$ cat src/vfr_consts.svh
// Constants for the output voltage fault response block.
// Assumes inclusion by the package and the block; definitions only.
`ifndef VFR_CONSTS_SVH
`define VFR_CONSTS_SVH

// ---------------------------------------------------------------
// Command codes
// ---------------------------------------------------------------
`define VFR_CMD_OV_RESP     8'h41
`define VFR_CMD_UV_RESP     8'h45
`define VFR_CMD_STORE_ALL   8'h11

// ---------------------------------------------------------------
// Response register layout
// ---------------------------------------------------------------
`define VFR_RESP_RESET      8'hBF
`define VFR_BIT_ENABLE      7
`define VFR_BIT_RETRY_HI    5
`define VFR_BIT_RETRY_LO    3
`define VFR_RETRY_NONE      3'h0
`define VFR_RETRY_ALWAYS    3'h7
`define VFR_DELAY_RISES     4'h7

`endif

$ cat src/vfr_pkg.sv
// Types for the output voltage fault response block.
// Assumes vfr_consts.svh sits in the include path.
`include "vfr_consts.svh"

package vfr_pkg;

    // ---------------------------------------------------------------
    // Command access from the bus transport
    // ---------------------------------------------------------------
    typedef struct packed {
        logic       wr;     // Write strobe
        logic       rd;     // Read strobe
        logic [7:0] code;   // Command code
        logic [7:0] data;   // Write data
    } vfr_cmd_t;

    // Status events toward the status registers
    typedef struct packed {
        logic byte_ovf;     // Overvoltage flag in status byte
        logic byte_oth;     // Other-fault flag in status byte
        logic word_vout;    // Output-voltage summary in status word
        logic vout_ov;      // Overvoltage flag in status vout
        logic vout_uv;      // Undervoltage flag in status vout
        logic cml;          // Communication fault
        logic ivd;          // Invalid data
        logic invalid_command_fault;          // Invalid command
    } vfr_evt_t;

    // Per-fault sequencer states, one-hot
    typedef enum logic [3:0] {
        VFR_RUN   = 4'h1,
        VFR_WAIT  = 4'h2,
        VFR_START = 4'h4,
        VFR_LATCH = 4'h8
    } vfr_state_t;

endpackage

$ cat src/vfr_ctrl.sv
// Output overvoltage and undervoltage fault response control.
// Assumes a bus transport that decodes commands into one-cycle strobes,
// a soft-start engine that reports the end of each rise time, and
// status registers that take one-cycle set events.
//
// Contract
// - Ignore mode keeps regulating, still sets flags
// - Ignore mode still raises alert unless masked
// - Enable bit one shuts down, follows retry
// - Retry 000 never restarts until cleared
// - Retry 111 restarts endlessly via soft start
// - Bad retry rejected, cml, ivd, alert
// - Store only retry bit 5, rebuild others
// - Delay 000 means no delay, retry 000
// - Delay 111 waits seven rise times
// - Delay bits mirror retry bit 5
// - Undervoltage sets oth, vout, uv, alert
// - Loop slave blocks access, ivc, alert
// - Store-all copies storable bits to memory
// - Undervoltage default shut down, delayed restart
// - Code 45h layout, bit 6 reads zero
// - Overvoltage sets ovf, vout, ov, alert
// - Overvoltage default matches undervoltage layout
`timescale 1ns/1ns
`include "vfr_consts.svh"

module vfr_ctrl (
    input  wire logic             clk_sys,        // System clock, 25 MHz
    input  wire logic             rst,            // Synchronous reset
    input  wire vfr_pkg::vfr_cmd_t cmd,           // Command access
    input  wire logic             loop_slave,     // Device is loop slave
    input  wire logic             ov_fault,       // Overvoltage detect
    input  wire logic             uv_fault,       // Undervoltage detect
    input  wire logic             fault_clear,    // Faults cleared
    input  wire logic             output_off,     // Commanded off
    input  wire logic             rise_done,      // Rise time elapsed
    input  wire logic             alert_masked,   // Alert source masked
    input  wire logic             nvm_load,       // Load from memory
    input  wire logic [1:0]       nvm_rd_bits,    // {ov,uv} stored bits
    input  wire logic [1:0]       nvm_rd_en,      // {ov,uv} enable bits
    output logic [7:0]            rd_data,        // Read data
    output logic                  cmd_nack,       // NACK the command
    output vfr_pkg::vfr_evt_t     status_evt,     // Status set pulses
    output logic                  smbalert_req,   // Alert request pulse
    output logic                  output_enable,  // Power stage enable
    output logic                  softstart_go,   // Start a soft start
    output logic                  nvm_wr,         // Store strobe
    output logic [3:0]            nvm_wr_data     // {ov en,ov rs,uv..}
);

    // ---------------------------------------------------------------
    // Stored settings
    // ---------------------------------------------------------------
    logic       ov_en_reg;     // Overvoltage shutdown select
    logic [2:0] ov_rs_reg;     // Overvoltage restart policy
    logic       uv_en_reg;     // Undervoltage shutdown select
    logic [2:0] uv_rs_reg;     // Undervoltage restart policy

    // Reset image of both response registers
    localparam logic [7:0] RESP_RESET = `VFR_RESP_RESET;
    localparam logic [2:0] RESET_RS   =
        RESP_RESET[`VFR_BIT_RETRY_HI:`VFR_BIT_RETRY_LO];

    // ---------------------------------------------------------------
    // Access decode
    // ---------------------------------------------------------------
    logic hit_ov;              // Overvoltage command addressed
    logic hit_uv;              // Undervoltage command addressed
    logic wr_ok;               // Write data has legal retry field
    logic [2:0] wr_rs;         // Retry field of the write data
    logic blocked;             // Loop slave access attempt

    assign hit_ov  = (cmd.code == `VFR_CMD_OV_RESP);
    assign hit_uv  = (cmd.code == `VFR_CMD_UV_RESP);
    assign blocked = loop_slave && (hit_ov || hit_uv)
                     && (cmd.wr || cmd.rd);
    assign wr_rs   = cmd.data[`VFR_BIT_RETRY_HI:`VFR_BIT_RETRY_LO];
    assign wr_ok   = (wr_rs == `VFR_RETRY_NONE)
                     || (wr_rs == `VFR_RETRY_ALWAYS);

    // Overvoltage setting register
    always_ff @(posedge clk_sys) begin
        if (rst) begin
            ov_en_reg <= RESP_RESET[`VFR_BIT_ENABLE];
            ov_rs_reg <= RESET_RS;
        end else if (nvm_load) begin
            ov_en_reg <= nvm_rd_en[1];
            ov_rs_reg <= {3{nvm_rd_bits[1]}};
        end else if (cmd.wr && hit_ov && !loop_slave && wr_ok) begin
            ov_en_reg <= cmd.data[`VFR_BIT_ENABLE];
            ov_rs_reg <= wr_rs;
        end
    end

    // Undervoltage setting register
    always_ff @(posedge clk_sys) begin
        if (rst) begin
            uv_en_reg <= RESP_RESET[`VFR_BIT_ENABLE];
            uv_rs_reg <= RESET_RS;
        end else if (nvm_load) begin
            uv_en_reg <= nvm_rd_en[0];
            uv_rs_reg <= {3{nvm_rd_bits[0]}};
        end else if (cmd.wr && hit_uv && !loop_slave && wr_ok) begin
            uv_en_reg <= cmd.data[`VFR_BIT_ENABLE];
            uv_rs_reg <= wr_rs;
        end
    end

    // ---------------------------------------------------------------
    // Read path and access answers
    // ---------------------------------------------------------------
    // Read data; bit 6 zero, delay bits copy retry bit 5
    always_ff @(posedge clk_sys) begin
        if (rst) begin
            rd_data <= 8'h00;
        end else if (cmd.rd && !loop_slave && hit_ov) begin
            rd_data <= {ov_en_reg, 1'b0, ov_rs_reg,
                        {3{ov_rs_reg[2]}}};
        end else if (cmd.rd && !loop_slave && hit_uv) begin
            rd_data <= {uv_en_reg, 1'b0, uv_rs_reg,
                        {3{uv_rs_reg[2]}}};
        end
    end

    // NACK for blocked accesses
    always_ff @(posedge clk_sys) begin
        if (rst) begin
            cmd_nack <= 1'b0;
        end else begin
            cmd_nack <= blocked;
        end
    end

    // ---------------------------------------------------------------
    // Store to nonvolatile memory
    // ---------------------------------------------------------------
    always_ff @(posedge clk_sys) begin
        if (rst) begin
            nvm_wr      <= 1'b0;
            nvm_wr_data <= 4'h0;
        end else begin
            nvm_wr      <= cmd.wr && (cmd.code == `VFR_CMD_STORE_ALL);
            nvm_wr_data <= {ov_en_reg, ov_rs_reg[2],
                            uv_en_reg, uv_rs_reg[2]};
        end
    end

    // ---------------------------------------------------------------
    // Fault edge detect and status events
    // ---------------------------------------------------------------
    logic ov_seen_reg;         // Last overvoltage level
    logic uv_seen_reg;         // Last undervoltage level
    logic ov_rise;             // New overvoltage fault
    logic uv_rise;             // New undervoltage fault
    logic bad_wr;              // Rejected write

    assign ov_rise = ov_fault && !ov_seen_reg;
    assign uv_rise = uv_fault && !uv_seen_reg;
    assign bad_wr  = cmd.wr && (hit_ov || hit_uv) && !loop_slave
                     && !wr_ok;

    // Fault level history
    always_ff @(posedge clk_sys) begin
        if (rst) begin
            ov_seen_reg <= 1'b0;
            uv_seen_reg <= 1'b0;
        end else begin
            ov_seen_reg <= ov_fault;
            uv_seen_reg <= uv_fault;
        end
    end

    // Status pulses, set in either response mode
    always_ff @(posedge clk_sys) begin
        if (rst) begin
            status_evt   <= '0;
            smbalert_req <= 1'b0;
        end else begin
            status_evt.byte_ovf  <= ov_rise;
            status_evt.vout_ov   <= ov_rise;
            status_evt.byte_oth  <= uv_rise;
            status_evt.vout_uv   <= uv_rise;
            status_evt.word_vout <= ov_rise || uv_rise;
            status_evt.cml       <= bad_wr;
            status_evt.ivd       <= bad_wr;
            status_evt.invalid_command_fault       <= blocked;
            smbalert_req <= !alert_masked
                && (ov_rise || uv_rise || bad_wr || blocked);
        end
    end

    // ---------------------------------------------------------------
    // Shutdown and restart sequencers, one per fault
    // ---------------------------------------------------------------
    vfr_pkg::vfr_state_t ov_st_reg;   // Overvoltage sequencer
    vfr_pkg::vfr_state_t uv_st_reg;   // Undervoltage sequencer
    logic [3:0] ov_cnt_reg;           // Overvoltage rise-time count
    logic [3:0] uv_cnt_reg;           // Undervoltage rise-time count

    // Overvoltage sequencer
    always_ff @(posedge clk_sys) begin
        if (rst) begin
            ov_st_reg  <= vfr_pkg::VFR_RUN;
            ov_cnt_reg <= 4'h0;
        end else begin
            case (ov_st_reg)
                vfr_pkg::VFR_RUN: begin
                    // Ignore mode keeps running
                    if (ov_rise && ov_en_reg) begin
                        ov_cnt_reg <= 4'h0;
                        ov_st_reg  <= (ov_rs_reg == `VFR_RETRY_NONE)
                            ? vfr_pkg::VFR_LATCH
                            : vfr_pkg::VFR_WAIT;
                    end
                end
                vfr_pkg::VFR_WAIT: begin
                    // Commanded off drops the pending restart
                    if (output_off) begin
                        ov_st_reg <= vfr_pkg::VFR_LATCH;
                    end else if (rise_done) begin
                        // One more rise time of delay gone
                        ov_cnt_reg <= ov_cnt_reg + 4'h1;
                        if (ov_cnt_reg == `VFR_DELAY_RISES - 4'h1) begin
                            ov_st_reg <= vfr_pkg::VFR_START;
                        end
                    end
                end
                vfr_pkg::VFR_START: begin
                    // Soft start handed off, back to normal run
                    ov_st_reg <= vfr_pkg::VFR_RUN;
                end
                vfr_pkg::VFR_LATCH: begin
                    // Stay off until the faults are cleared
                    if (fault_clear) begin
                        ov_st_reg <= vfr_pkg::VFR_RUN;
                    end
                end
                default: ov_st_reg <= vfr_pkg::VFR_RUN;
            endcase
        end
    end

    // Undervoltage sequencer
    always_ff @(posedge clk_sys) begin
        if (rst) begin
            uv_st_reg  <= vfr_pkg::VFR_RUN;
            uv_cnt_reg <= 4'h0;
        end else begin
            case (uv_st_reg)
                vfr_pkg::VFR_RUN: begin
                    // Ignore mode keeps running
                    if (uv_rise && uv_en_reg) begin
                        uv_cnt_reg <= 4'h0;
                        uv_st_reg  <= (uv_rs_reg == `VFR_RETRY_NONE)
                            ? vfr_pkg::VFR_LATCH
                            : vfr_pkg::VFR_WAIT;
                    end
                end
                vfr_pkg::VFR_WAIT: begin
                    // Commanded off drops the pending restart
                    if (output_off) begin
                        uv_st_reg <= vfr_pkg::VFR_LATCH;
                    end else if (rise_done) begin
                        // One more rise time of delay gone
                        uv_cnt_reg <= uv_cnt_reg + 4'h1;
                        if (uv_cnt_reg == `VFR_DELAY_RISES - 4'h1) begin
                            uv_st_reg <= vfr_pkg::VFR_START;
                        end
                    end
                end
                vfr_pkg::VFR_START: begin
                    // Soft start handed off, back to normal run
                    uv_st_reg <= vfr_pkg::VFR_RUN;
                end
                vfr_pkg::VFR_LATCH: begin
                    // Stay off until the faults are cleared
                    if (fault_clear) begin
                        uv_st_reg <= vfr_pkg::VFR_RUN;
                    end
                end
                default: uv_st_reg <= vfr_pkg::VFR_RUN;
            endcase
        end
    end

    // ---------------------------------------------------------------
    // Power stage control
    // ---------------------------------------------------------------
    // Enabled only when both sequencers run
    always_ff @(posedge clk_sys) begin
        if (rst) begin
            output_enable <= 1'b1;
            softstart_go  <= 1'b0;
        end else begin
            output_enable <= (ov_st_reg == vfr_pkg::VFR_RUN)
                && (uv_st_reg == vfr_pkg::VFR_RUN)
                && !(ov_rise && ov_en_reg)
                && !(uv_rise && uv_en_reg);
            softstart_go  <= (ov_st_reg == vfr_pkg::VFR_START)
                || (uv_st_reg == vfr_pkg::VFR_START);
        end
    end

endmodule

$ cat config.mk
export PLATFORM = sky130hd
export DESIGN_NAME = vfr_ctrl
export DESIGN_NICKNAME = d
export VERILOG_FILES = /design/src/vfr_pkg.sv /design/src/vfr_ctrl.sv
export VERILOG_INCLUDE_DIRS = /design/src
export SDC_FILE = /design/constraint.sdc
export NUM_CORES = 1
export LEC_CHECK = 0
export BUFFER_PORTS_ARGS = -buffer_cell sky130_fd_sc_hd__buf_2
export CAP_MARGIN = 25
export CORE_ASPECT_RATIO = 1.2
export CORE_MARGIN = 2
export CORE_UTILIZATION = 40
export DETAILED_ROUTE_END_ITERATION = 8
export SYNTH_ARGS = -nofsm -noshare
export SYNTH_HDL_FRONTEND = slang
export SYNTH_SLANG_ARGS = --single-unit
$ cat constraint.sdc
create_clock -name clk_sys -period 4 [get_ports clk_sys]
set_input_delay 0.2 -clock clk_sys [delete_from_list [all_inputs] [get_ports clk_sys]]
set_output_delay 0.2 -clock clk_sys [all_outputs]
set_load 0.01 [all_outputs]
==> results of run 1 <==
## cells in the mapped netlist, types with 2 or more instances
cell and count:
nor4_1 6, nor2_1 20, nor2b_1 8, o311a_1 2, ha_1 4, inv_1 5, and2_1 2, a22oi_1 4
nor4b_1 3, a211oi_1 4, nand3_1 4, buf_4 9, a21oi_1 15, nor3_4 2, or4b_1 2, o21ai_0 3
a311o_1 3, nand4b_1 2, nor3b_1 2, or4b_2 4, a31oi_1 3, mux2i_1 4, clkbuf_1 4, nand3b_1 2
nand2_1 11, a41oi_1 2, nor3_1 10, or3_1 3, nand2b_1 9, dfxtp_1 43
## layout make-up
class / instances / area share
Inverter: 6 / 0.00945
Tap cell: 60 / 0.0315
Sequential cell: 43 / 0.361
Clock inverter: 2 / 0.0147
Multi-Input combinational cell: 156 / 0.441
Clock buffer: 6 / 0.0346
Timing Repair Buffer: 51 / 0.107
## final timing paths
check / startpoint / to / slack, ps / cells after the start
setup / recovery: uv_st_reg[3] / uv_cnt_reg[1] / 2280 / 4
hold / removal: alert_masked / smbalert_req / 50 / 2
setup reg to reg: uv_st_reg[3] / uv_cnt_reg[1] / 2280 / 4
hold reg to reg: rd_data[7] / rd_data[7] / 480 / 2
## power by group through the flow
stage	Combinational (mW)	Clock, mW	Sequential (mW)
CTS	0.141	0.360	0.473
detailed placement	0.140	0	0.482
floorplan	0.0959	0	0.482
finish	0.140	0.352	0.473
global route	0.155	0.375	0.477
global placement	0.140	0	0.482
## logic make-up after synthesis
| logic type | share of synthesized area |
|---|---|
| buffers and inverters | 0.0591 |
| other | 0.00184 |
| DFF | 0.423 |
| and+or+nand+nor | 0.314 |
| adders and majority gates | 0.0246 |
| muxes | 0.0197 |
| AOI/OAI and AO/OA | 0.158 |
## per-stage QoR
step                instance area, um^2   util  instances  power [mW]  hold WS, ps
floorplan                          2030      -        220       0.578          270
global placement                   2270  0.462        316       0.622          372
detailed placement                 2270  0.462        316       0.622          372
CTS                                2380  0.486        324       0.973         47.5
global route                       2380  0.486        324        1.01         52.0
finish                             2380  0.486        324       0.964         53.9
## critical path: cells and delay by family (launching register included)
| kind | cells | cell delay (ps) |
|---|---|---|
| flops | 1 | 350 |
| simple gates | 2 | 870 |
| compound gates | 2 | 430 |
## routing by layer
metal / GRT usage / routed length, um / vias to the layer above
li1: - / - / 889
met1: 0.180 / 1980 / 811
met2: 0.274 / 2050 / 32
met3: 0.0364 / 164 / 7
met4: 0.0588 / 65 / 0
met5: 0 / 0 / -
## cells in the final DEF (no fill, tap or decap), types with 2 or more instances in the layout
master / instances
buf_2: 51
dfxtp_1: 43
nor2_1: 20
a21oi_1: 15
nand2_1: 11
nor3_1: 10
nand2b_1: 9
nor2b_1: 8
nor4_1: 6
clkbuf_8: 6
inv_1: 5
mux2i_1: 4
a211oi_1: 4
nand3_1: 4
a22oi_1: 4
or4b_2: 4
ha_1: 4
a311o_1: 3
nor4b_1: 3
or3_1: 3
o21ai_0: 3
a31oi_1: 3
nor3_4: 2
and2_1: 2
nand4b_1: 2
or4b_1: 2
o311a_1: 2
a41oi_1: 2
nor3b_1: 2
nand3b_1: 2
==> flow_summary_export.csv, run 1 <==
group,metric,value,unit
synthesis,synth_edf_count,0,
floorplan,die_w,69.1,um
route,drt-vias-per-instance,5.37,
clock_network,post_cts_resized,0,
setup_path,slowest_stage,"nor4b_1",
synthesis,synthArstFlopShare,0,
timing,fin_crit_sh,0.430,
floorplan,die_h,82.1,um
timing,min_period,1720,ps
placement,routabilityCongestion,0.767,
setup_path,worstSetupStartpointType,"flip-flop",
route,num_vias,1739,
power_and_ir_drop,swShare,0.257,
timing,drv_slew,0,
synthesis,syn_avg_cell_area,9.24,um^2
synthesis,yosys.area.top_type_share,0.423,
power_and_ir_drop,pwr-share-clk,0.365,
setup_path,worst_ep_required_time,4220,ps
clock_network,cts_hold_buf,0,
clock_network,postCtsSetupRepairBufs,0,
synthesis,ys_ff_latch,43,
route,wl,4260,um
floorplan,fp-row-count,28,
setup_path,crit_type,"reg -> reg",
power_and_ir_drop,peakVddDrop,190,uV
route,ant_nets,0,
timing,setup_violations,0,
placement,hpwl,3110,um
power_and_ir_drop,combPwrFrac,0.145,
global_routing,antenna_found_initial,0,
synthesis,synth_ff_type,"dfxtp_1",
final_layout,seqCellArea,861,um^2
worst_hold_path,hold_class,"in -> reg",
run_status,outcome,"completed",
run,drv_cap,0,
synthesis,synth_nets,256,
route,dr.first_iter.drc_count,84,
clock_network,clk_latency,300,ps
synthesis,syn_inst,220,
floorplan,die_area,5670,um^2
power_and_ir_drop,p_int,0.717,mW
clock_network,cts-root-buf,"clkbuf_8",
final_layout,drive_gt1_frac,0.284,
timing,worst_slew_pin_slew,709,ps
timing,hold_violations,0,
synthesis,synth_area,2030,um^2
power_and_ir_drop,power_leakage,0.960,nW
route,drt_first_pass_iters,4,
clock_network,clk_path_buf_depth,2,
timing,tns,0,ps
power_and_ir_drop,power_density,405,nW/um^2
final_layout,largest_reg_flops,5,
timing,fin_skew,6.43,ps
timing,clock.fmax,582,MHz
global_routing,grtUsageTotal,0.153,
global_routing,grt_pass1_vias,1582,
setup_path,arrival,1940,ps
floorplan,core_area,4900,um^2
setup_path,critPathMaxFanout,6,
placement,io_buffers,51,
synthesis,synthTopCellsByArea,"dfxtp_1 42%, a21oi_1 3.7%, nor2_1 3.7%, buf_4 3.3%, nand2b_1 2.8%",
setup_path,critPathMaxStageDelay,510,ps
final_layout,diodes,0,
global_routing,grt_pass1_wl,7000,um
global_routing,grt.overflow.total,0,
synthesis,yosys_warnings,0,
timing,max_slew_margin,0.528,
placement,place_ws,2180,ps
timing,rsz0062_at_grt,"false",
final_layout,nFillCells,504,
setup_path,path_cells,"nor4b_1, a22oi_1, or3_1, a21oi_1",
timing,setup_slack,2280,ps
floorplan,ios,57,
final_layout,syn2layout_area_growth,17.2,%
final_layout,multiInputGateArea,1050,um^2
synthesis,ys_types,55,
synthesis,synth_largest_area_cell,"dfxtp_1",
global_routing,grt_max_degree,39,
clock_network,clk_pin_slew,80,ps
final_layout,nets,299,
clock_network,clock-sinks,43,
clock_network,numCtsBuffers,5,
clock_network,cts_max_level,2,
clock_network,cts_tree,"built",
floorplan,start_util,0.415,
setup_path,critPathCaptureType,"flip-flop",
final_layout,regMostFlops,"status_evt",
synthesis,synth_seq_area_share,0.423,
route,drc_errors,0,
power_and_ir_drop,pwr-share-seq,0.490,
route,post_drt_wl_per_cell,13.2,um
power_and_ir_drop,net-switching-power,0.248,mW
No activity file was read; power rests on OpenSTA's default activity.
==> run 2: changes to the inputs <==
--- a/config.mk
+++ b/config.mk
@@ -12,6 +12,7 @@
 export CORE_MARGIN = 2
 export CORE_UTILIZATION = 40
 export DETAILED_ROUTE_END_ITERATION = 8
+export PLACE_DENSITY = 0.66
 export SYNTH_ARGS = -nofsm -noshare
 export SYNTH_HDL_FRONTEND = slang
 export SYNTH_SLANG_ARGS = --single-unit
==> constraint.sdc (replaced) <==
create_clock -name clk_sys -period 1.55 [get_ports clk_sys]
set_input_delay 0.0775 -clock clk_sys [delete_from_list [all_inputs] [get_ports clk_sys]]
set_output_delay 0.0775 -clock clk_sys [all_outputs]
set_load 0.01 [all_outputs]
==> run 2 against run 1 <==
- critical path type unchanged
- highest routed layer unchanged
- clock power rose by 94%
- critical endpoint is now ov_cnt_reg[1]
- worst hold slack got worse by 34 ps
- total power rose by 150%
- critical path depth fell by 1
- largest cell class unchanged
- sequential share of layout area fell by 2.3 points
==> flow_summary_export.csv, run 2 (synthesized netlist as in run 1, its figures left out) <==
group,metric,value,unit
final_layout,final_cell_count_no_fill,345,
global_routing,grt_pass1_vias,1653,
power_and_ir_drop,power_density,935,nW/um^2
timing,setup_violations,0,
route,post_drt_wl_per_cell,12.7,um
route,drc_errors,0,
run,drv_cap,0,
route,dr.first_iter.drc_count,39,
floorplan,fp-row-count,28,
global_routing,grtUsageTotal,0.161,
clock_network,cts-root-buf,"clkbuf_8",
route,drt-vias-per-instance,5.25,
power_and_ir_drop,power_leakage,1.06,nW
worst_hold_path,holdPathStages,2,
floorplan,start_util,0.415,
placement,routabilityCongestion,0.848,
timing,hold_violations,0,
setup_path,critPathCaptureType,"flip-flop",
final_layout,diodes,0,
timing,drv_slew,0,
timing,tns,0,ps
final_layout,fin_util,0.522,
global_routing,grt.overflow.total,0,
final_layout,regMostFlops,"status_evt",
worst_hold_path,min_from,"ov_fault",
floorplan,die_area,5670,um^2
timing,fin_crit_sh,0.955,
global_routing,antenna_found_initial,0,
clock_network,clk_latency,300,ps
setup_path,arrival,1710,ps
setup_path,worst_ep_required_time,1780,ps
setup_path,critPathMaxFanout,5,
worst_hold_path,whs_endpoint,"ov_seen_reg",
route,wl,4370,um
global_routing,grt_max_degree,17,
clock_network,cts_max_level,2,
global_routing,grt_pass1_wl,7250,um
final_layout,nets,320,
final_layout,drive_gt1_frac,0.351,
placement,io_buffers,51,
clock_network,clock-sinks,43,
floorplan,die_w,69.1,um
final_layout,layout_commonest_cell,"buf_2",
power_and_ir_drop,finalPower,2.40,mW
setup_path,worstSetupStartpointType,"flip-flop",
run_status,outcome,"completed",
clock_network,clk_pin_slew,80,ps
clock_network,clk_path_buf_depth,2,
timing,fin_hold_ws,20.1,ps
final_layout,layout_common_cells,"50 x buf_2, 38 x dfxtp_1, 20 x nor2_1",
setup_path,r2r-start,"ov_st_reg[2]",
clock_network,cts_tree,"built",
power_and_ir_drop,peakVddDrop,390,uV
placement,hpwl,3300,um
floorplan,core_area,4900,um^2
setup_path,reg2regPathDepth,3,
setup_path,worstReg2RegEnd,"ov_cnt_reg[1]",
final_layout,syn2layout_area_growth,26.0,%
route,drt_first_pass_iters,5,
route,num_vias,1810,
timing,fin_skew,7.02,ps
route,ant_nets,0,
clock_network,numCtsBuffers,5,
floorplan,ios,57,
timing,clock.fmax,676,MHz
timing,rsz0062_at_grt,"true",
worst_hold_path,hold_class,"in -> reg",
final_layout,largest_reg_flops,5,
floorplan,die_h,82.1,um
setup_path,r2r_setup_slack,70,ps
setup_path,crit_type,"reg -> reg",
placement,dp.cells,333,
timing,min_period,1480,ps
run 2: stage by stage:
step                      setup WS, ps  area, um^2
final                             70.5        2560
after global routing             -15.5        2560
after CTS                         9.36        2510
after detailed placement         -3.06        2390
after global placement            5.94        2390
after floorplan                   27.9        2030
run 2: timing repair:
item                       CTS  global route
buffers inserted             0             0
hold endpoints to repair     3             0
resized for setup            0            13
setup endpoints to repair    0            12
hold buffers                 4             0
run 2: worst max-delay path by stage:
stage,from,endpoint,slack [ps],depth (start not counted)
finish,ov_st_reg[2],ov_cnt_reg[1],70,3
floorplan,uv_st_reg[3],uv_cnt_reg[1],30,4
detailed placement,cmd[12],smbalert_req,-3,5
global placement,cmd[12],smbalert_req,6,5
global route,uv_st_reg[3],uv_cnt_reg[3],-20,5
CTS,uv_st_reg[3],uv_st_reg[2],9,4
run 2: layout make-up:
cell class	instances	area [um^2]
Clock buffer	7	76.3
Clock inverter	1	5.00
Fill cell	469	2340
Inverter	6	22.5
Multi-Input combinational cell	156	1090
Sequential cell	43	867
Tap cell	60	75.1
Timing Repair Buffer	72	425
run 2: report_power, final:
part	internal [mW]	switching, mW	total [mW]
Clock	0.316	0.367	0.683
Sequential	1.17	0.0590	1.23
Combinational	0.263	0.218	0.481
run 2: routing by layer:
| metal | track usage | wire (um) | up-vias |
|---|---|---|---|
| met5 | 0 | 0 | - |
| met4 | 0.0647 | 66 | 0 |
| met3 | 0.0437 | 174 | 5 |
| met2 | 0.291 | 2220 | 37 |
| met1 | 0.180 | 1910 | 837 |
| li1 | - | - | 931 |
run 2: worst max-delay path, cell delays in order (launching register included):
cell,delay (ps)
dfxtp_2,360
or4b_4,570
or3_1,360
a21oi_1,130
